$ cat config.mk
export PLATFORM = sky130hd
export DESIGN_NAME = sft_ctrl
export DESIGN_NICKNAME = d
export VERILOG_FILES = /design/src/hw/sft_pkg.sv /design/src/hw/sft_ctrl.sv
export SDC_FILE = /design/constraint.sdc
export NUM_CORES = 1
export LEC_CHECK = 0
export ABC_AREA = 1
export BUFFER_PORTS_ARGS = -buffer_cell sky130_fd_sc_hd__buf_4
export CORE_UTILIZATION = 30
export CTS_CLUSTER_DIAMETER = 30
export DETAILED_ROUTE_END_ITERATION = 6
export GPL_TIMING_DRIVEN = 0
export PLACE_DENSITY = 0.49
export SYNTH_ARGS = -nofsm -noshare
export SYNTH_HDL_FRONTEND = slang
export SYNTH_SLANG_ARGS = --single-unit
$ cat constraint.sdc
create_clock -name sys_clk -period 3.7 [get_ports sys_clk]
set_input_delay 0.74 -clock sys_clk [delete_from_list [all_inputs] [get_ports sys_clk]]
set_output_delay 0.74 -clock sys_clk [all_outputs]
set_load 0.03 [all_outputs]
$ cat src/hw/sft_pkg.sv
// Package: constants and types for the serial FIFO threshold controller
package sft_pkg;
  localparam int FIFO_DEPTH = 2;
  localparam int CNT_W = 2;
  localparam int ADDR_W = 4;
  localparam int DATA_W = 8;
  // Register offsets
  localparam logic [3:0] OFS_CTRL = 4'h0;
  localparam logic [3:0] OFS_STATUS = 4'h1;
  localparam logic [3:0] OFS_IRQ_STAT = 4'h2;
  localparam logic [3:0] OFS_IRQ_CLR = 4'h3;
  localparam logic [3:0] OFS_IRQ_EN = 4'h4;
  // Control field positions
  localparam int CTRL_TX_LEVEL_THRESHOLD_LSB = 4;
  localparam int CTRL_RQE_BIT = 3;
  localparam int CTRL_FLUSH_BIT = 2;
  localparam int CTRL_RX_LEVEL_THRESHOLD_LSB = 0;
  // Status field positions
  localparam int STAT_TXREQ_BIT = 7;
  localparam int STAT_RXREQ_BIT = 3;
  // Event bits
  localparam int EV_TXREQ = 0;
  localparam int EV_RXREQ = 1;
  // Reset values
  localparam logic [1:0] TX_LEVEL_THRESHOLD_RST = 2'h0;
  localparam logic [1:0] RX_LEVEL_THRESHOLD_RST = 2'h0;
  localparam logic RQE_RST = 1'b0;
  localparam logic [1:0] EV_RST = 2'h0;
  // Transmit threshold codes and the zero read-data value
  localparam logic [1:0] TX_LEVEL_THRESHOLD_EMPTY = 2'h0;
  localparam logic [1:0] TX_LEVEL_THRESHOLD_ONE = 2'h1;
  localparam logic [7:0] RD_ZERO = 8'h00;

  typedef struct packed {
    logic [ADDR_W-1:0] addr;
    logic [DATA_W-1:0] wdata;
    logic wr;
    logic rd;
  } sft_bus_req_t;

  typedef struct packed {
    logic push;
    logic pop;
  } sft_fifo_op_t;
endpackage

$ cat src/hw/sft_ctrl.sv
// Threshold, request, interrupt and flush control for the serial port FIFOs
// Function
// RQ1: Transmit threshold code 0 requests on empty, code 1 on one byte or fewer.
// RQ2: With read-request enable set, interrupt stays high while receive request is set.
// RQ3: Read-request enable is read-write, resets 0; when 0 it gives no interrupt.
// RQ4: Writing receive flush clears receive counters, drops bytes; hardware clears the bit.
// RQ5: Receive request asserts while receive count exceeds receive threshold, reset zero.
// RQ6: Transmit request is 1 while transmit count is at or below threshold.
//
// The strobed register port and the address map were left to the implementer.
module sft_ctrl (
  // Clock and reset
  input wire logic sys_clk,
  input wire logic srst,
  // Register port
  input wire sft_pkg::sft_bus_req_t bus_req,
  output logic [sft_pkg::DATA_W-1:0] rd_data,
  // Shift engine side
  input wire sft_pkg::sft_fifo_op_t tx_op,
  input wire sft_pkg::sft_fifo_op_t rx_op,
  output logic [sft_pkg::CNT_W:0] tx_count,
  output logic [sft_pkg::CNT_W:0] rx_count,
  output logic tx_space_request,
  output logic rx_data_request,
  output logic rx_flush_busy,
  // Interrupt
  output logic serial_port_zero_irq
);
  import sft_pkg::*;

  // Control fields
  logic [1:0] tx_level_threshold_q;
  logic [1:0] rx_level_threshold_q;
  logic rx_request_irq_enable_q;
  logic rx_flush_q;
  // FIFO counts and limit
  logic [CNT_W:0] tx_cnt_q;
  logic [CNT_W:0] rx_cnt_q;
  logic [CNT_W:0] tx_limit;
  // Interrupt state
  logic [1:0] ev_q;
  logic [1:0] ev_d;
  logic [1:0] ev_en_q;
  logic [1:0] ev_now;
  logic [1:0] ev_gate;
  logic irq_rx_level;
  logic irq_event;
  // Bus decodes and read path
  logic wr_ctrl;
  logic wr_irq_clr;
  logic wr_irq_en;
  logic flush_req;
  logic [DATA_W-1:0] rd_data_d;

  //////////////////////////////////////////////////////////////////////////
  // Register write decode
  assign wr_ctrl = bus_req.wr && (bus_req.addr == OFS_CTRL);
  assign wr_irq_clr = bus_req.wr && (bus_req.addr == OFS_IRQ_CLR);
  assign wr_irq_en = bus_req.wr && (bus_req.addr == OFS_IRQ_EN);
  assign flush_req = wr_ctrl && bus_req.wdata[CTRL_FLUSH_BIT];

  //////////////////////////////////////////////////////////////////////////
  // Control register
  always_ff @(posedge sys_clk)
  begin
    if (srst)
    begin
      tx_level_threshold_q <= TX_LEVEL_THRESHOLD_RST; // [RQ1]
      rx_level_threshold_q <= RX_LEVEL_THRESHOLD_RST; // [RQ5]
      rx_request_irq_enable_q <= RQE_RST; // [RQ3]
    end
    else if (wr_ctrl)
    begin
      tx_level_threshold_q <= bus_req.wdata[CTRL_TX_LEVEL_THRESHOLD_LSB +: 2]; // [RQ1]
      rx_level_threshold_q <= bus_req.wdata[CTRL_RX_LEVEL_THRESHOLD_LSB +: 2]; // [RQ5]
      rx_request_irq_enable_q <= bus_req.wdata[CTRL_RQE_BIT]; // [RQ3]
    end
  end

  // Flush runs for one cycle after the write, then hardware clears the bit
  always_ff @(posedge sys_clk)
  begin
    if (srst)
    begin
      rx_flush_q <= 1'h0;
    end
    else if (flush_req)
    begin
      rx_flush_q <= 1'h1; // [RQ4]
    end
    else
    begin
      rx_flush_q <= 1'h0; // [RQ4]
    end
  end

  //////////////////////////////////////////////////////////////////////////
  // FIFO occupancy counters; push and pop together leave the count alone
  always_ff @(posedge sys_clk)
  begin
    if (srst)
    begin
      tx_cnt_q <= '0;
    end
    else if (tx_op.push && !tx_op.pop && tx_cnt_q != (CNT_W+1)'(FIFO_DEPTH))
    begin
      tx_cnt_q <= tx_cnt_q + 1'h1;
    end
    else if (tx_op.pop && !tx_op.push && tx_cnt_q != '0)
    begin
      tx_cnt_q <= tx_cnt_q - 1'h1;
    end
  end

  // A flush drops every stored byte, and a push in the flush cycle too
  always_ff @(posedge sys_clk)
  begin
    if (srst || rx_flush_q)
    begin
      rx_cnt_q <= '0; // [RQ4]
    end
    else if (rx_op.push && !rx_op.pop && rx_cnt_q != (CNT_W+1)'(FIFO_DEPTH))
    begin
      rx_cnt_q <= rx_cnt_q + 1'h1;
    end
    else if (rx_op.pop && !rx_op.push && rx_cnt_q != '0)
    begin
      rx_cnt_q <= rx_cnt_q - 1'h1;
    end
  end

  //////////////////////////////////////////////////////////////////////////
  // Request flags
  always_comb
  begin
    unique case (tx_level_threshold_q)
      TX_LEVEL_THRESHOLD_EMPTY: tx_limit = '0; // [RQ1]
      TX_LEVEL_THRESHOLD_ONE: tx_limit = (CNT_W+1)'(1); // [RQ1]
      default: tx_limit = '0;
    endcase
  end

  assign tx_space_request = (tx_cnt_q <= tx_limit); // [RQ6]
  assign rx_data_request = (rx_cnt_q > {1'h0, rx_level_threshold_q}); // [RQ5]
  assign tx_count = tx_cnt_q;
  assign rx_count = rx_cnt_q;
  assign rx_flush_busy = rx_flush_q;

  //////////////////////////////////////////////////////////////////////////
  // Interrupt status, set wins over clear
  assign ev_now[EV_TXREQ] = tx_space_request;
  assign ev_now[EV_RXREQ] = rx_data_request;

  always_comb
  begin
    ev_d = ev_q | ev_now;
    if (wr_irq_clr)
    begin
      ev_d = (ev_q & ~bus_req.wdata[1:0]) | ev_now;
    end
  end

  always_ff @(posedge sys_clk)
  begin
    if (srst)
    begin
      ev_q <= EV_RST;
    end
    else
    begin
      ev_q <= ev_d;
    end
  end

  always_ff @(posedge sys_clk)
  begin
    if (srst)
    begin
      ev_en_q <= EV_RST;
    end
    else if (wr_irq_en)
    begin
      ev_en_q <= bus_req.wdata[1:0];
    end
  end

  //////////////////////////////////////////////////////////////////////////
  // Interrupt output
  // Receive event reaches the line only while the read-request enable is set
  assign ev_gate[EV_TXREQ] = 1'h1;
  assign ev_gate[EV_RXREQ] = rx_request_irq_enable_q; // [RQ3]
  assign irq_rx_level = rx_request_irq_enable_q && rx_data_request; // [RQ2] [RQ3]
  assign irq_event = |(ev_q & ev_en_q & ev_gate);
  assign serial_port_zero_irq = irq_rx_level || irq_event;

  //////////////////////////////////////////////////////////////////////////
  // Read data, valid the cycle after the strobe and zero otherwise
  always_comb
  begin
    rd_data_d = RD_ZERO;
    if (bus_req.rd)
    begin
      unique case (bus_req.addr)
        OFS_CTRL: rd_data_d = {2'h0, tx_level_threshold_q, rx_request_irq_enable_q,
                               rx_flush_q, rx_level_threshold_q};
        OFS_STATUS: rd_data_d = {tx_space_request, 3'h0, rx_data_request, 3'h0};
        OFS_IRQ_STAT: rd_data_d = {6'h00, ev_q};
        OFS_IRQ_EN: rd_data_d = {6'h00, ev_en_q};
        default: rd_data_d = RD_ZERO;
      endcase
    end
  end

  always_ff @(posedge sys_clk)
  begin
    if (srst)
    begin
      rd_data <= RD_ZERO;
    end
    else
    begin
      rd_data <= rd_data_d;
    end
  end
endmodule // sft_ctrl

After elaboration in Yosys (flattened, before gate mapping):

Cells that the tools add are included.

* register bits after elaboration: 24
* bits in latches: 0
* memory bits (writable): 0
* ROM bits: 0
* bits of input ports: 20
* output and inout port bits: 18
* logic and storage cells: 63
* memories: 0

* $add $sub $neg: 4
* $mul: 0
* div/mod/pow operators: 0
* magnitude comparators: 2
* eq/ne operators: 7
* shift operators: 0
* mux-type cells: 8
* bitwise logic cells: 7
* reduce and logical (&&, ||, !) cells: 26

Operators with widths (count)
* one-hot mux 8 bit (4 select lines): 1
* logical AND 1 bit: 13
* two-way mux 3 bit: 4
* == test 4 x 2 -> 1 bit, second input constant: 2
* adder 3 x 1 -> 3 bit, second input constant: 2
* bitwise AND 2 bit: 3
* != test 3 x 2 -> 1 bit, second input constant: 2
* nonzero test 3 bit: 2
* subtractor 3 x 1 -> 3 bit, second input constant: 2
* == test 4 x 1 -> 1 bit, second input constant: 1
* == test 4 x 3 -> 1 bit, second input constant: 1
* zero test 1 bit: 4
* zero test 4 bit: 1
* bitwise OR 2 bit: 2
* nonzero test 2 bit: 2
* OR reduction 2 bit: 2
* greater-than comparator 3 x 2 -> 1 bit: 1
* less-or-equal comparator 3 bit: 1
* == test 2 x 1 -> 1 bit, second input constant: 1
* logical OR 1 bit: 2
* two-way mux 1 bit: 2
* two-way mux 2 bit: 1
* inverter 2 bit: 1
* inverter 1 bit: 1

Logic depth before layout (Yosys ltp):

Gate-level depths: netlist of the first run.

* depth after elaboration: 5
* depth in mapped cells: 9
* mapped depth without buffers: 9

Least setup slack after synthesis of the first run:

Ideal clock, no wire load.

* path kind: reg-to-output
* start: register rx_cnt_q[0] (netlist: rx_count[0])
* end: output port serial_port_zero_irq
* data arrival time: 1.682 ns
* slack: 1.278 ns
* cell stages (with the launch flop): 8
* cell sequence: dfxtp_1 -> inv_1 -> ha_1 -> nand3_1 -> nand2_1 -> inv_1 -> nand2_1 -> nand3_1

* cells in the longest elaborated chain, start to end: 3

Ends and longest elaborated chain
* from (decl): RTL line sft_ctrl.sv:38 `logic [CNT_W:0] rx_cnt_q;`
* from (signal assigned): RTL line sft_ctrl.sv:124 `rx_cnt_q <= rx_cnt_q + 1'h1;`
* from (signal assigned): RTL line sft_ctrl.sv:128 `rx_cnt_q <= rx_cnt_q - 1'h1;`
* greater-than comparator 3 x 2 -> 1 bit: RTL line sft_ctrl.sv:144 `assign rx_data_request = (rx_cnt_q > {1'h0, rx_level_threshold_q});`
* named net rx_data_request: RTL line sft_ctrl.sv:24 `output logic rx_data_request,`
* logical AND 1 bit: RTL line sft_ctrl.sv:192 `assign irq_rx_level = rx_request_irq_enable_q && rx_data_request;`
* logical OR 1 bit: RTL line sft_ctrl.sv:194 `assign serial_port_zero_irq = irq_rx_level || irq_event;`
* to (decl): RTL line sft_ctrl.sv:27 `output logic serial_port_zero_irq`

The timed path passes the listed nets, and every way through them passes these cells.

Worst setup path in the final report of the first run:

* start: register rx_cnt_q[0] (netlist: rx_count[0])
* end: output port serial_port_zero_irq

* cells in the longest elaborated chain, start to end: 3

Ends and longest elaborated chain (RTL line)
* greater-than comparator 3 x 2 -> 1 bit: sft_ctrl.sv:144
* logical AND 1 bit: sft_ctrl.sv:192
* logical OR 1 bit: sft_ctrl.sv:194

Every way passes these cells.

==> results of run 1 <==
kinds of logic (layout without fill, tap and decap cells):
family | after synthesis | in the layout | synth area share
fa+ha+maj | 5 | 5 | 0.0654
buf+inv | 30 | 66 | 0.115
flops | 23 | 23 | 0.388
compound gates | 23 | 23 | 0.0970
other cells | 1 | 1 | 0.00316
simple gates | 90 | 90 | 0.331
worst max-delay path, cell delays in order, from the launching register on:
cell     delay (ns)
dfxtp_1        0.43
inv_1          0.11
ha_1           0.30
nand3_1        0.11
nand2_1        0.09
inv_1          0.10
nand2_1        0.06
nand3_1        0.09
buf_4          0.16
stage by stage:
| step | instances | cell area [um^2] |
|---|---|---|
| 2_1_floorplan | 172 | 1190 |
| 3_3_place_gp | 252 | 1490 |
| 3_5_place_dp | 252 | 1490 |
| 4_1_cts | 256 | 1530 |
| 5_1_grt | 256 | 1530 |
| 6_report | 256 | 1530 |
worst min path at each step:
stage,startpoint,endpoint,depth (start not counted)
2_1_floorplan,tx_level_threshold_q[1]$_SDFFE_PP0N_,rd_data[5]$_SDFF_PP0_,2
3_3_place_gp,tx_level_threshold_q[0]$_SDFFE_PP0N_,tx_level_threshold_q[0]$_SDFFE_PP0N_,2
3_5_place_dp,tx_level_threshold_q[0]$_SDFFE_PP0N_,tx_level_threshold_q[0]$_SDFFE_PP0N_,2
4_1_cts,tx_level_threshold_q[0]$_SDFFE_PP0N_,tx_level_threshold_q[0]$_SDFFE_PP0N_,2
5_1_grt,tx_level_threshold_q[1]$_SDFFE_PP0N_,tx_level_threshold_q[1]$_SDFFE_PP0N_,2
6_report,tx_level_threshold_q[0]$_SDFFE_PP0N_,tx_level_threshold_q[0]$_SDFFE_PP0N_,2
power by group:
part	total [mW]	internal [mW]	switching [mW]
clock network	0.158	0.0769	0.0814
logic	0.198	0.0757	0.122
registers	0.286	0.266	0.0210
area by class of cell:
| cell class | count | area [um^2] |
|---|---|---|
| multi-input combinational | 119 | 589 |
| clock buffer | 4 | 45.0 |
| sequential | 23 | 460 |
| tap | 48 | 60.1 |
| buffer | 4 | 38.8 |
| inverter | 26 | 97.6 |
| fill | 399 | 2180 |
| timing repair buffer | 32 | 240 |
registers in the layout, indices dropped and copies added (netlist names):
| register | flops |
|---|---|
| rx_flush_busy | 1 |
| tx_level_threshold_q | 2 |
| rd_data | 7 |
| ev_q | 2 |
| rx_request_irq_enable_q | 1 |
| ev_en_q | 2 |
| rx_level_threshold_q | 2 |
| rx_count | 3 |
| tx_count | 3 |
per-layer routing:
| layer | share of wire | up-vias | GRT usage |
|---|---|---|---|
| met5 | 0 | - | 0 |
| met4 | 0.0068 | 0 | 0.0500 |
| met3 | 0.055 | 2 | 0.0264 |
| met2 | 0.44 | 29 | 0.241 |
| met1 | 0.49 | 525 | 0.192 |
| li1 | - | 616 | - |
cells in the final DEF (no fill, tap or decap), drive strengths merged:
| master | instances |
|---|---|
| nand3 | 17 |
| conb | 1 |
| nand2 | 36 |
| buf | 36 |
| fa | 2 |
| nor4 | 1 |
| nand4 | 4 |
| nand3b | 2 |
| nor3 | 1 |
| dfxtp | 23 |
| clkbuf | 4 |
| ha | 3 |
| inv | 26 |
| o21ai | 11 |
| nor2 | 29 |
| a21oi | 12 |
==> impl_metrics.csv, run 1 <==
group,metric,value,unit
routing,wl,2.78,mm
status,status,"finished, final reports clean",
clock_network,cts_tree,"yes",
clock_network,cts_inserted_buffers,3,
cells_and_area,drive_above_1_share,0.221,
routing,wl_per_cell,10.9,um
global_route,antenna_found_initial,0,
setup_path,crit_fanout,5,
setup_path,cp-endpoint,"serial_port_zero_irq",
setup_path,crit_type,"flip-flop to primary output",
logic_synthesis,syn-num-nets,197,
setup_path,r2r-end,"rx_count[2]$_SDFFE_PP0P_",
routing,viasPerCell,4.58,
global_route,grt_pass1_vias,1114,
clock_network,cts_setup_buffers,0,
die,die_h,64.9,um
clock_network,clk_path_buf_depth,2,
sta,skew,0.00816,ns
logic_synthesis,yosys_most_used_dff,"dfxtp_1",
clock_network,postCtsResizedCells,0,
sta,max_freq,412,MHz
global_route,grt_max_degree,13,
logic_synthesis,synth_cell_types,22,
die,core_area,0.00372,mm^2
sta,holdWs,0.468,ns
placement,io_buffers,32,
die,die_x,64.9,um
logic_synthesis,yosysTopAreaCellShare,0.388,
clock_network,worst_skew_pair.late_latency,0.26,ns
sta,finalMaxSlewViolations,0,
sta,post-route-period-util,0.656,
logic_synthesis,synthCells,172,
logic_synthesis,synth.avg_cell_area,6.90,um^2
setup_path,r2r_cells,7,
routing,firstDrtPassIters,4,
global_route,grt_usage,0.147,
run,max-cap-violations,0,
setup_path,crit_path_end_kind,"primary output",
routing,drc,0,
placement,dp_hpwl,2.25,mm
placement,globalplace.congestion,0.781,
hold_path,hp-class,"flip-flop to flip-flop",
logic_synthesis,yosys.area.top_type,"dfxtp_1",
sta,setup_viol,0,
clock_network,htreeDepth,1,
power,p_leak,0.751,nW
clock_network,cts.clk_slew.worst_paths,0.08,ns
setup_path,cp-startpoint,"rx_count[0]$_SDFFE_PP0P_",
routing,drt_first_iter_violations,47,
die,ios,38,
sta,rsz0062_at_grt,"no",
sta,finalHoldViolCount,0,
clock_network,cts.sink_count,23,
cells_and_area,area_growth,29.1,%
die,row_count,22,
clock_network,holdBufCountCts,0,
sta,setup_ws,1.27,ns
global_route,globalRoute.totalOverflow,0,
routing,vias,1172,
logic_synthesis,ys_ff_latch,23,
logic_synthesis,synth_warnings,0,
cells_and_area,utilization,0.412,
setup_path,r2r_start,"rx_count[0]$_SDFFE_PP0P_",
logic_synthesis,synth_area,0.00119,mm^2
logic_synthesis,synth_common_cells,"nand2_1 (34), nor2_1 (28), dfxtp_1 (23), inv_1 (22), nand3_1 (17)",
sta,period_minus_slack,2.43,ns
setup_path,reg2reg_slack,2.05,ns
logic_synthesis,synth_most_common_cell,"nand2_1",
clock_network,clockRootBuffer,"clkbuf_8",
die,dieArea,0.00421,mm^2
logic_synthesis,synth_edf_count,0,
placement,place_ws,1.56,ns
cells_and_area,nets,234,
logic_synthesis,seq_area_frac_synth,0.388,
logic_synthesis,postSynth.asyncResetShare,0,
power,power_density,420,mW/mm^2
cells_and_area,insertedDiodeCount,0,
global_route,grt_pass1_wl,4.79,mm
setup_path,cp-start-kind,"flip-flop",
routing,drtAntennaViolNets,0,
sta,final.setup.tns,0,ns
power,peakVddDrop,0.165,mV
power,finalPower,0.643,mW
logic_synthesis,synth_area_leaders,"dfxtp_1 (39%), nand2_1 (11%), nor2_1 (8.9%), nand3_1 (7.2%), inv_1 (7.0%)",
die,start_util,0.319,
setup_path,arrival,1.69,ns
setup_path,worst_ep_required_time,2.96,ns
(Power assumes the default switching activity.)
==> run 2, diff against run 1 <==
- PLACE_DENSITY: 0.49 -> 0.51
- clock period: 3.7 -> 2.12 ns (I/O delays scaled with it)
==> run 2 against run 1 <==
- routed wire length up 1.7%
- design area up 1.6%
- non-clock buffer count up 1
- die area unchanged
- utilization up 0.64 points
- sequential share of layout area down 0.057 points
- flip-flop and latch count unchanged
- clock-buffer cell count unchanged
- final cell count up 0.39%
- sequential power up 75%
- first-iteration DRC count up 85%
==> impl_metrics.csv, run 2 (synthesized netlist as in run 1, its figures left out) <==
group,metric,value,unit
sta,setup_viol,0,
placement,globalplace.congestion,0.823,
global_route,grt_pass1_wl,4.93,mm
run,max-cap-violations,0,
clock_network,htreeDepth,1,
routing,vias,1215,
cells_and_area,area_growth,31.1,%
power,comb_power_share,0.319,
setup_path,path_delay_family,"flip-flops",
setup_path,crit_path_end_kind,"primary output",
setup_path,worst_ep_required_time,1.70,ns
global_route,grt_pass1_vias,1102,
sta,final.setup.tns,0,ns
power,power.share.clock,0.244,
die,ios,38,
cells_and_area,largest_reg_flops,7,
routing,drc,0,
global_route,grt_max_degree,13,
power,power_density,735,mW/mm^2
power,peakVddDrop,0.324,mV
sta,period_minus_slack,2.01,ns
setup_path,arrival,1.59,ns
cells_and_area,final_cells,257,
power,p_leak,0.759,nW
routing,viasPerCell,4.73,
power,swShare,0.351,
sta,max_freq,497,MHz
die,core_area,0.00372,mm^2
clock_network,worst_skew_pair.late_latency,0.26,ns
die,die_x,64.9,um
global_route,antenna_found_initial,0,
die,dieArea,0.00421,mm^2
routing,wl_per_cell,11.0,um
power,p_int,0.742,mW
power,power_switching,0.401,mW
routing,drtAntennaViolNets,0,
setup_path,slowest_stage,"dfxtp_2",
sta,post-route-period-util,0.949,
hold_path,hp-class,"input pin to flip-flop",
sta,skew,0.00194,ns
die,die_h,64.9,um
cells_and_area,layout_common_cells,"nand2_1 (33), buf_4 (33), nor2_1 (28), inv_1 (22), dfxtp_1 (20)",
die,start_util,0.319,
clock_network,cts.sink_count,23,
setup_path,cp_slowest_stage_delay,0.35,ns
routing,firstDrtPassIters,4,
placement,dpl.cell_count,252,
placement,dp_hpwl,2.25,mm
cells_and_area,top_register,"rd_data",
cells_and_area,insertedDiodeCount,0,
sta,rsz0062_at_grt,"no",
setup_path,crit_fanout,3,
clock_network,clockRootBuffer,"clkbuf_8",
clock_network,cts_tree,"yes",
sta,finalMaxSlewViolations,0,
setup_path,path_buf_inv,3,
cells_and_area,nets,235,
power,p_seq_frac,0.438,
setup_path,crit_chain,"inv_1 -> ha_1 -> nand2_1 -> o21ai_2 -> nand2_2 -> inv_1 -> nand2_1 -> nand3_1 -> buf_6",
clock_network,cts_inserted_buffers,3,
global_route,globalRoute.totalOverflow,0,
die,row_count,22,
cells_and_area,nFillCells,395,
routing,drt_first_iter_violations,87,
clock_network,clk_path_buf_depth,2,
global_route,grt_usage,0.153,
routing,wl,2.83,mm
setup_path,cp-start-kind,"flip-flop",
placement,io_buffers,32,
sta,finalHoldViolCount,0,
setup_path,crit_type,"flip-flop to primary output",
status,status,"finished, final reports clean",
clock_network,cts.clk_slew.worst_paths,0.08,ns
cells_and_area,drive_above_1_share,0.249,
-- run 2: stage by stage --
step | hold slack [ns] | setup slack [ns] | util | total power, mW | instance area, um^2
final | 0.405 | 0.108 | 0.419 | 1.14 | 1560
after global routing | 0.415 | 0.00890 | 0.419 | 1.22 | 1560
after CTS | 0.402 | 0.00666 | 0.412 | 1.14 | 1530
after detailed placement | 0.477 | 0.308 | 0.400 | 0.854 | 1490
after global placement | 0.456 | 0.328 | 0.400 | 0.849 | 1490
after floorplan | 0.436 | 0.0143 | - | 0.731 | 1190
-- run 2: what timing repair did --
item,4_1_cts,5_1_grt
hold buffers,0,0
pin swaps,0,1
endpoints found under the setup margin,1,2
buffers inserted,0,1
gates resized for setup,1,7
-- run 2: final timing paths --
| check | start | slack (ns) | end | depth (start not counted) |
|---|---|---|---|---|
| max reg2reg | rx_count[2]$_SDFFE_PP0P_ | 0.56 | rx_count[2]$_SDFFE_PP0P_ | 7 |
| min | bus_req[4] | 0.41 | rx_flush_busy$_SDFF_PP0_ | 3 |
| max | rx_level_threshold_q[1]$_SDFFE_PP0N_ | 0.11 | serial_port_zero_irq | 9 |
| min reg2reg | rx_level_threshold_q[1]$_SDFFE_PP0N_ | 0.48 | rx_level_threshold_q[1]$_SDFFE_PP0N_ | 2 |
-- run 2: layout make-up --
type | count | area, um^2 | share of cell area
Buffer | 4 | 38.8 | 0.0249
Clock buffer | 4 | 45.0 | 0.0290
Inverter | 26 | 97.6 | 0.0628
Multi-Input combinational cell | 119 | 596 | 0.383
Sequential cell | 23 | 467 | 0.300
Tap cell | 48 | 60.1 | 0.0386
Timing Repair Buffer | 33 | 251 | 0.162
-- run 2: tightest hold or removal path: cells and delay by family --
family | cells | cell delay [ns]
buffers and inverters | 1 | 0.08
AND/OR/NAND/NOR | 2 | 0.14
-- run 2: power groups by stage --
stage / sequential, mW / clock, mW / combinational (mW)
floorplan: 0.542 / 0 / 0.189
global placement: 0.508 / 0 / 0.341
detailed placement: 0.508 / 0 / 0.346
CTS: 0.499 / 0.290 / 0.348
global route: 0.507 / 0.307 / 0.408
finish: 0.500 / 0.279 / 0.364
-- run 2: layer usage --
metal / part of all wire / GRT usage / up-vias
met3: 0.062 / 0.0246 / 6
met1: 0.48 / 0.202 / 540
met4: 0.019 / 0.0694 / 0
li1: - / - / 619
met2: 0.44 / 0.242 / 50
met5: 0 / 0 / -
==> run 3, diff against run 2 <==
- CORE_MARGIN: default -> 2
- SETUP_SLACK_MARGIN: default -> 0.4
==> run 3 against run 2 <==
- first-iteration DRC count shrank 32%
- design area grew 7.8%
- final cell count grew 2.3%
- clock power is essentially flat
- clock-buffer cell count shrank 1
- flip-flop and latch count is the same
==> impl_metrics.csv, run 3 (synthesized netlist as in run 1, its figures left out) <==
group,metric,value,unit
global_route,met1_usage,0.184,
routing,viasPerCell,4.68,
cells_and_area,nets,241,
routing,firstDrtPassIters,4,
cells_and_area,top_register,"rd_data",
sta,setup_viol,0,
routing,wl,2.95,mm
die,core_area,0.00374,mm^2
setup_path,worst_ep_required_time,1.70,ns
power,peakVddDrop,0.263,mV
hold_path,min_delay_path_depth,3,
global_route,globalRoute.totalOverflow,0,
routing,drtAntennaViolNets,0,
die,die_x,66.9,um
cells_and_area,layout_common_cells,"buf_4 (37), nand2_1 (31), nor2_1 (27), dfxtp_1 (17), inv_1 (16)",
placement,dp_hpwl,2.29,mm
power,p_leak,0.808,nW
clock_network,cts_inserted_buffers,3,
hold_path,hp-class,"input pin to flip-flop",
placement,place_ws,0.336,ns
placement,globalplace.congestion,0.858,
setup_path,arrival,1.50,ns
sta,holdWs,0.401,ns
die,dieArea,0.00447,mm^2
setup_path,crit_path_end_kind,"primary output",
clock_network,worst_skew_pair.late_latency,0.27,ns
routing,drt_first_iter_violations,59,
clock_network,htreeDepth,1,
setup_path,cp-start-kind,"flip-flop",
sta,period_minus_slack,1.93,ns
sta,skew,0.000915,ns
setup_path,crit_top_cell,"nand2_2",
cells_and_area,area_growth,41.4,%
cells_and_area,layout_commonest_cell,"buf_4",
hold_path,min_to,"rx_flush_busy$_SDFF_PP0_",
status,status,"finished, final reports clean",
setup_path,r2r-end,"rx_count[2]$_SDFFE_PP0P_",
die,die_h,66.9,um
routing,drc,0,
cells_and_area,largest_reg_flops,7,
global_route,grt_pass1_wl,5.01,mm
setup_path,reg2reg_slack,0.52,ns
setup_path,slowest_stage,"dfxtp_2",
global_route,grt_max_degree,14,
die,start_util,0.317,
die,row_count,22,
global_route,grt_use_met3,0.0321,
clock_network,cts.clk_slew.worst_paths,0.08,ns
setup_path,r2r_cells,7,
routing,vias,1230,
setup_path,crit_chain,"inv_2 -> ha_4 -> nand2_2 -> o21ai_2 -> nand2_2 -> inv_2 -> nand2_2 -> nand3_2 -> buf_6",
setup_path,r2r_start,"rx_count[1]$_SDFFE_PP0P_",
clock_network,cts.sink_count,23,
hold_path,hold_path.startpoint,"bus_req[4]",
power,power_density,718,mW/mm^2
sta,setup_ws,0.194,ns
cells_and_area,final_cells,263,
sta,finalMaxSlewViolations,0,
global_route,grt_use_met2,0.236,
setup_path,cp_slowest_stage_delay,0.34,ns
die,ios,38,
clock_network,clockRootBuffer,"clkbuf_8",
global_route,grt_busiest_layer,"met2",
cells_and_area,insertedDiodeCount,0,
sta,final.setup.tns,0,ns
sta,finalHoldViolCount,0,
clock_network,clk_path_buf_depth,2,
run,max-cap-violations,0,
cells_and_area,drive_above_1_share,0.358,
setup_path,crit_type,"flip-flop to primary output",
global_route,grt_usage,0.147,
global_route,antenna_found_initial,0,
sta,rsz0062_at_grt,"yes",
sta,max_freq,519,MHz
setup_path,crit_fanout,2,
clock_network,cts_tree,"yes",
placement,io_buffers,32,
global_route,grt_pass1_vias,1195,
sta,post-route-period-util,0.908,
routing,wl_per_cell,11.2,um
placement,dpl.cell_count,252,
[run 3: cell types whose count changed in the layout (fill, tap and decap cells not counted), moves of 3 or more]
| cell | change |
|---|---|
| inv_1 | -6 |
| inv_2 | +6 |
| buf_4 | +4 |
| dfxtp_1 | -3 |
[run 3: what timing repair did]
action | 4_1_cts | 5_1_grt
gates cloned | 0 | 0
hold buffers | 0 | 0
setup endpoints to repair | 3 | 4
pin swaps | 7 | 4
buffers inserted | 5 | 2
gates resized for setup | 17 | 8
[run 3: how the worst max path moves through the flow]
stage | cells past startpoint | startpoint | to | slack, ns
final | 9 | rx_level_threshold_q[1]$_SDFFE_PP0N_ | serial_port_zero_irq | 0.19
after global placement | 9 | rx_level_threshold_q[1]$_SDFFE_PP0N_ | serial_port_zero_irq | 0.35
after detailed placement | 9 | rx_level_threshold_q[1]$_SDFFE_PP0N_ | serial_port_zero_irq | 0.34
after CTS | 9 | rx_level_threshold_q[1]$_SDFFE_PP0N_ | serial_port_zero_irq | 0.18
after global routing | 9 | rx_level_threshold_q[1]$_SDFFE_PP0N_ | serial_port_zero_irq | 0.13
after floorplan | 7 | rx_count[1]$_SDFFE_PP0P_ | serial_port_zero_irq | 0.36
[run 3: where the power goes]
group	switching [mW]	internal (mW)	total (mW)
sequential	0.0330	0.466	0.499
combinational	0.248	0.182	0.429
clock	0.145	0.131	0.276
[run 3: area by class of cell]
| type | instances | area, um^2 |
|---|---|---|
| Inverter | 26 | 97.6 |
| Clock buffer | 3 | 41.3 |
| Tap cell | 48 | 60.1 |
| Sequential cell | 23 | 473 |
| Clock inverter | 1 | 5.00 |
| Timing Repair Buffer | 39 | 304 |
| Fill cell | 417 | 2070 |
| Buffer | 4 | 38.8 |
| Multi-Input combinational cell | 119 | 657 |
[run 3: critical path: cells and delay by family, from the launching register on]
family,cells,cell delay (ns)
DFF,1,0.34
adders and majority gates,1,0.26
buffers and inverters,3,0.25
and+or+nand+nor,4,0.25
AOI/OAI and AO/OA,1,0.15
[run 3: layer usage]
metal,vias to the layer above,wire (um)
met3,5,213
met2,33,1320
li1,631,-
met4,0,51
met1,561,1370
met5,-,0
[run 3: through the flow]
stage | util | cell area, um^2 | power [mW]
floorplan | - | 1200 | 0.736
global route | 0.448 | 1680 | 1.28
global placement | 0.400 | 1500 | 0.853
detailed placement | 0.400 | 1500 | 0.861
finish | 0.448 | 1680 | 1.20
CTS | 0.435 | 1630 | 1.18
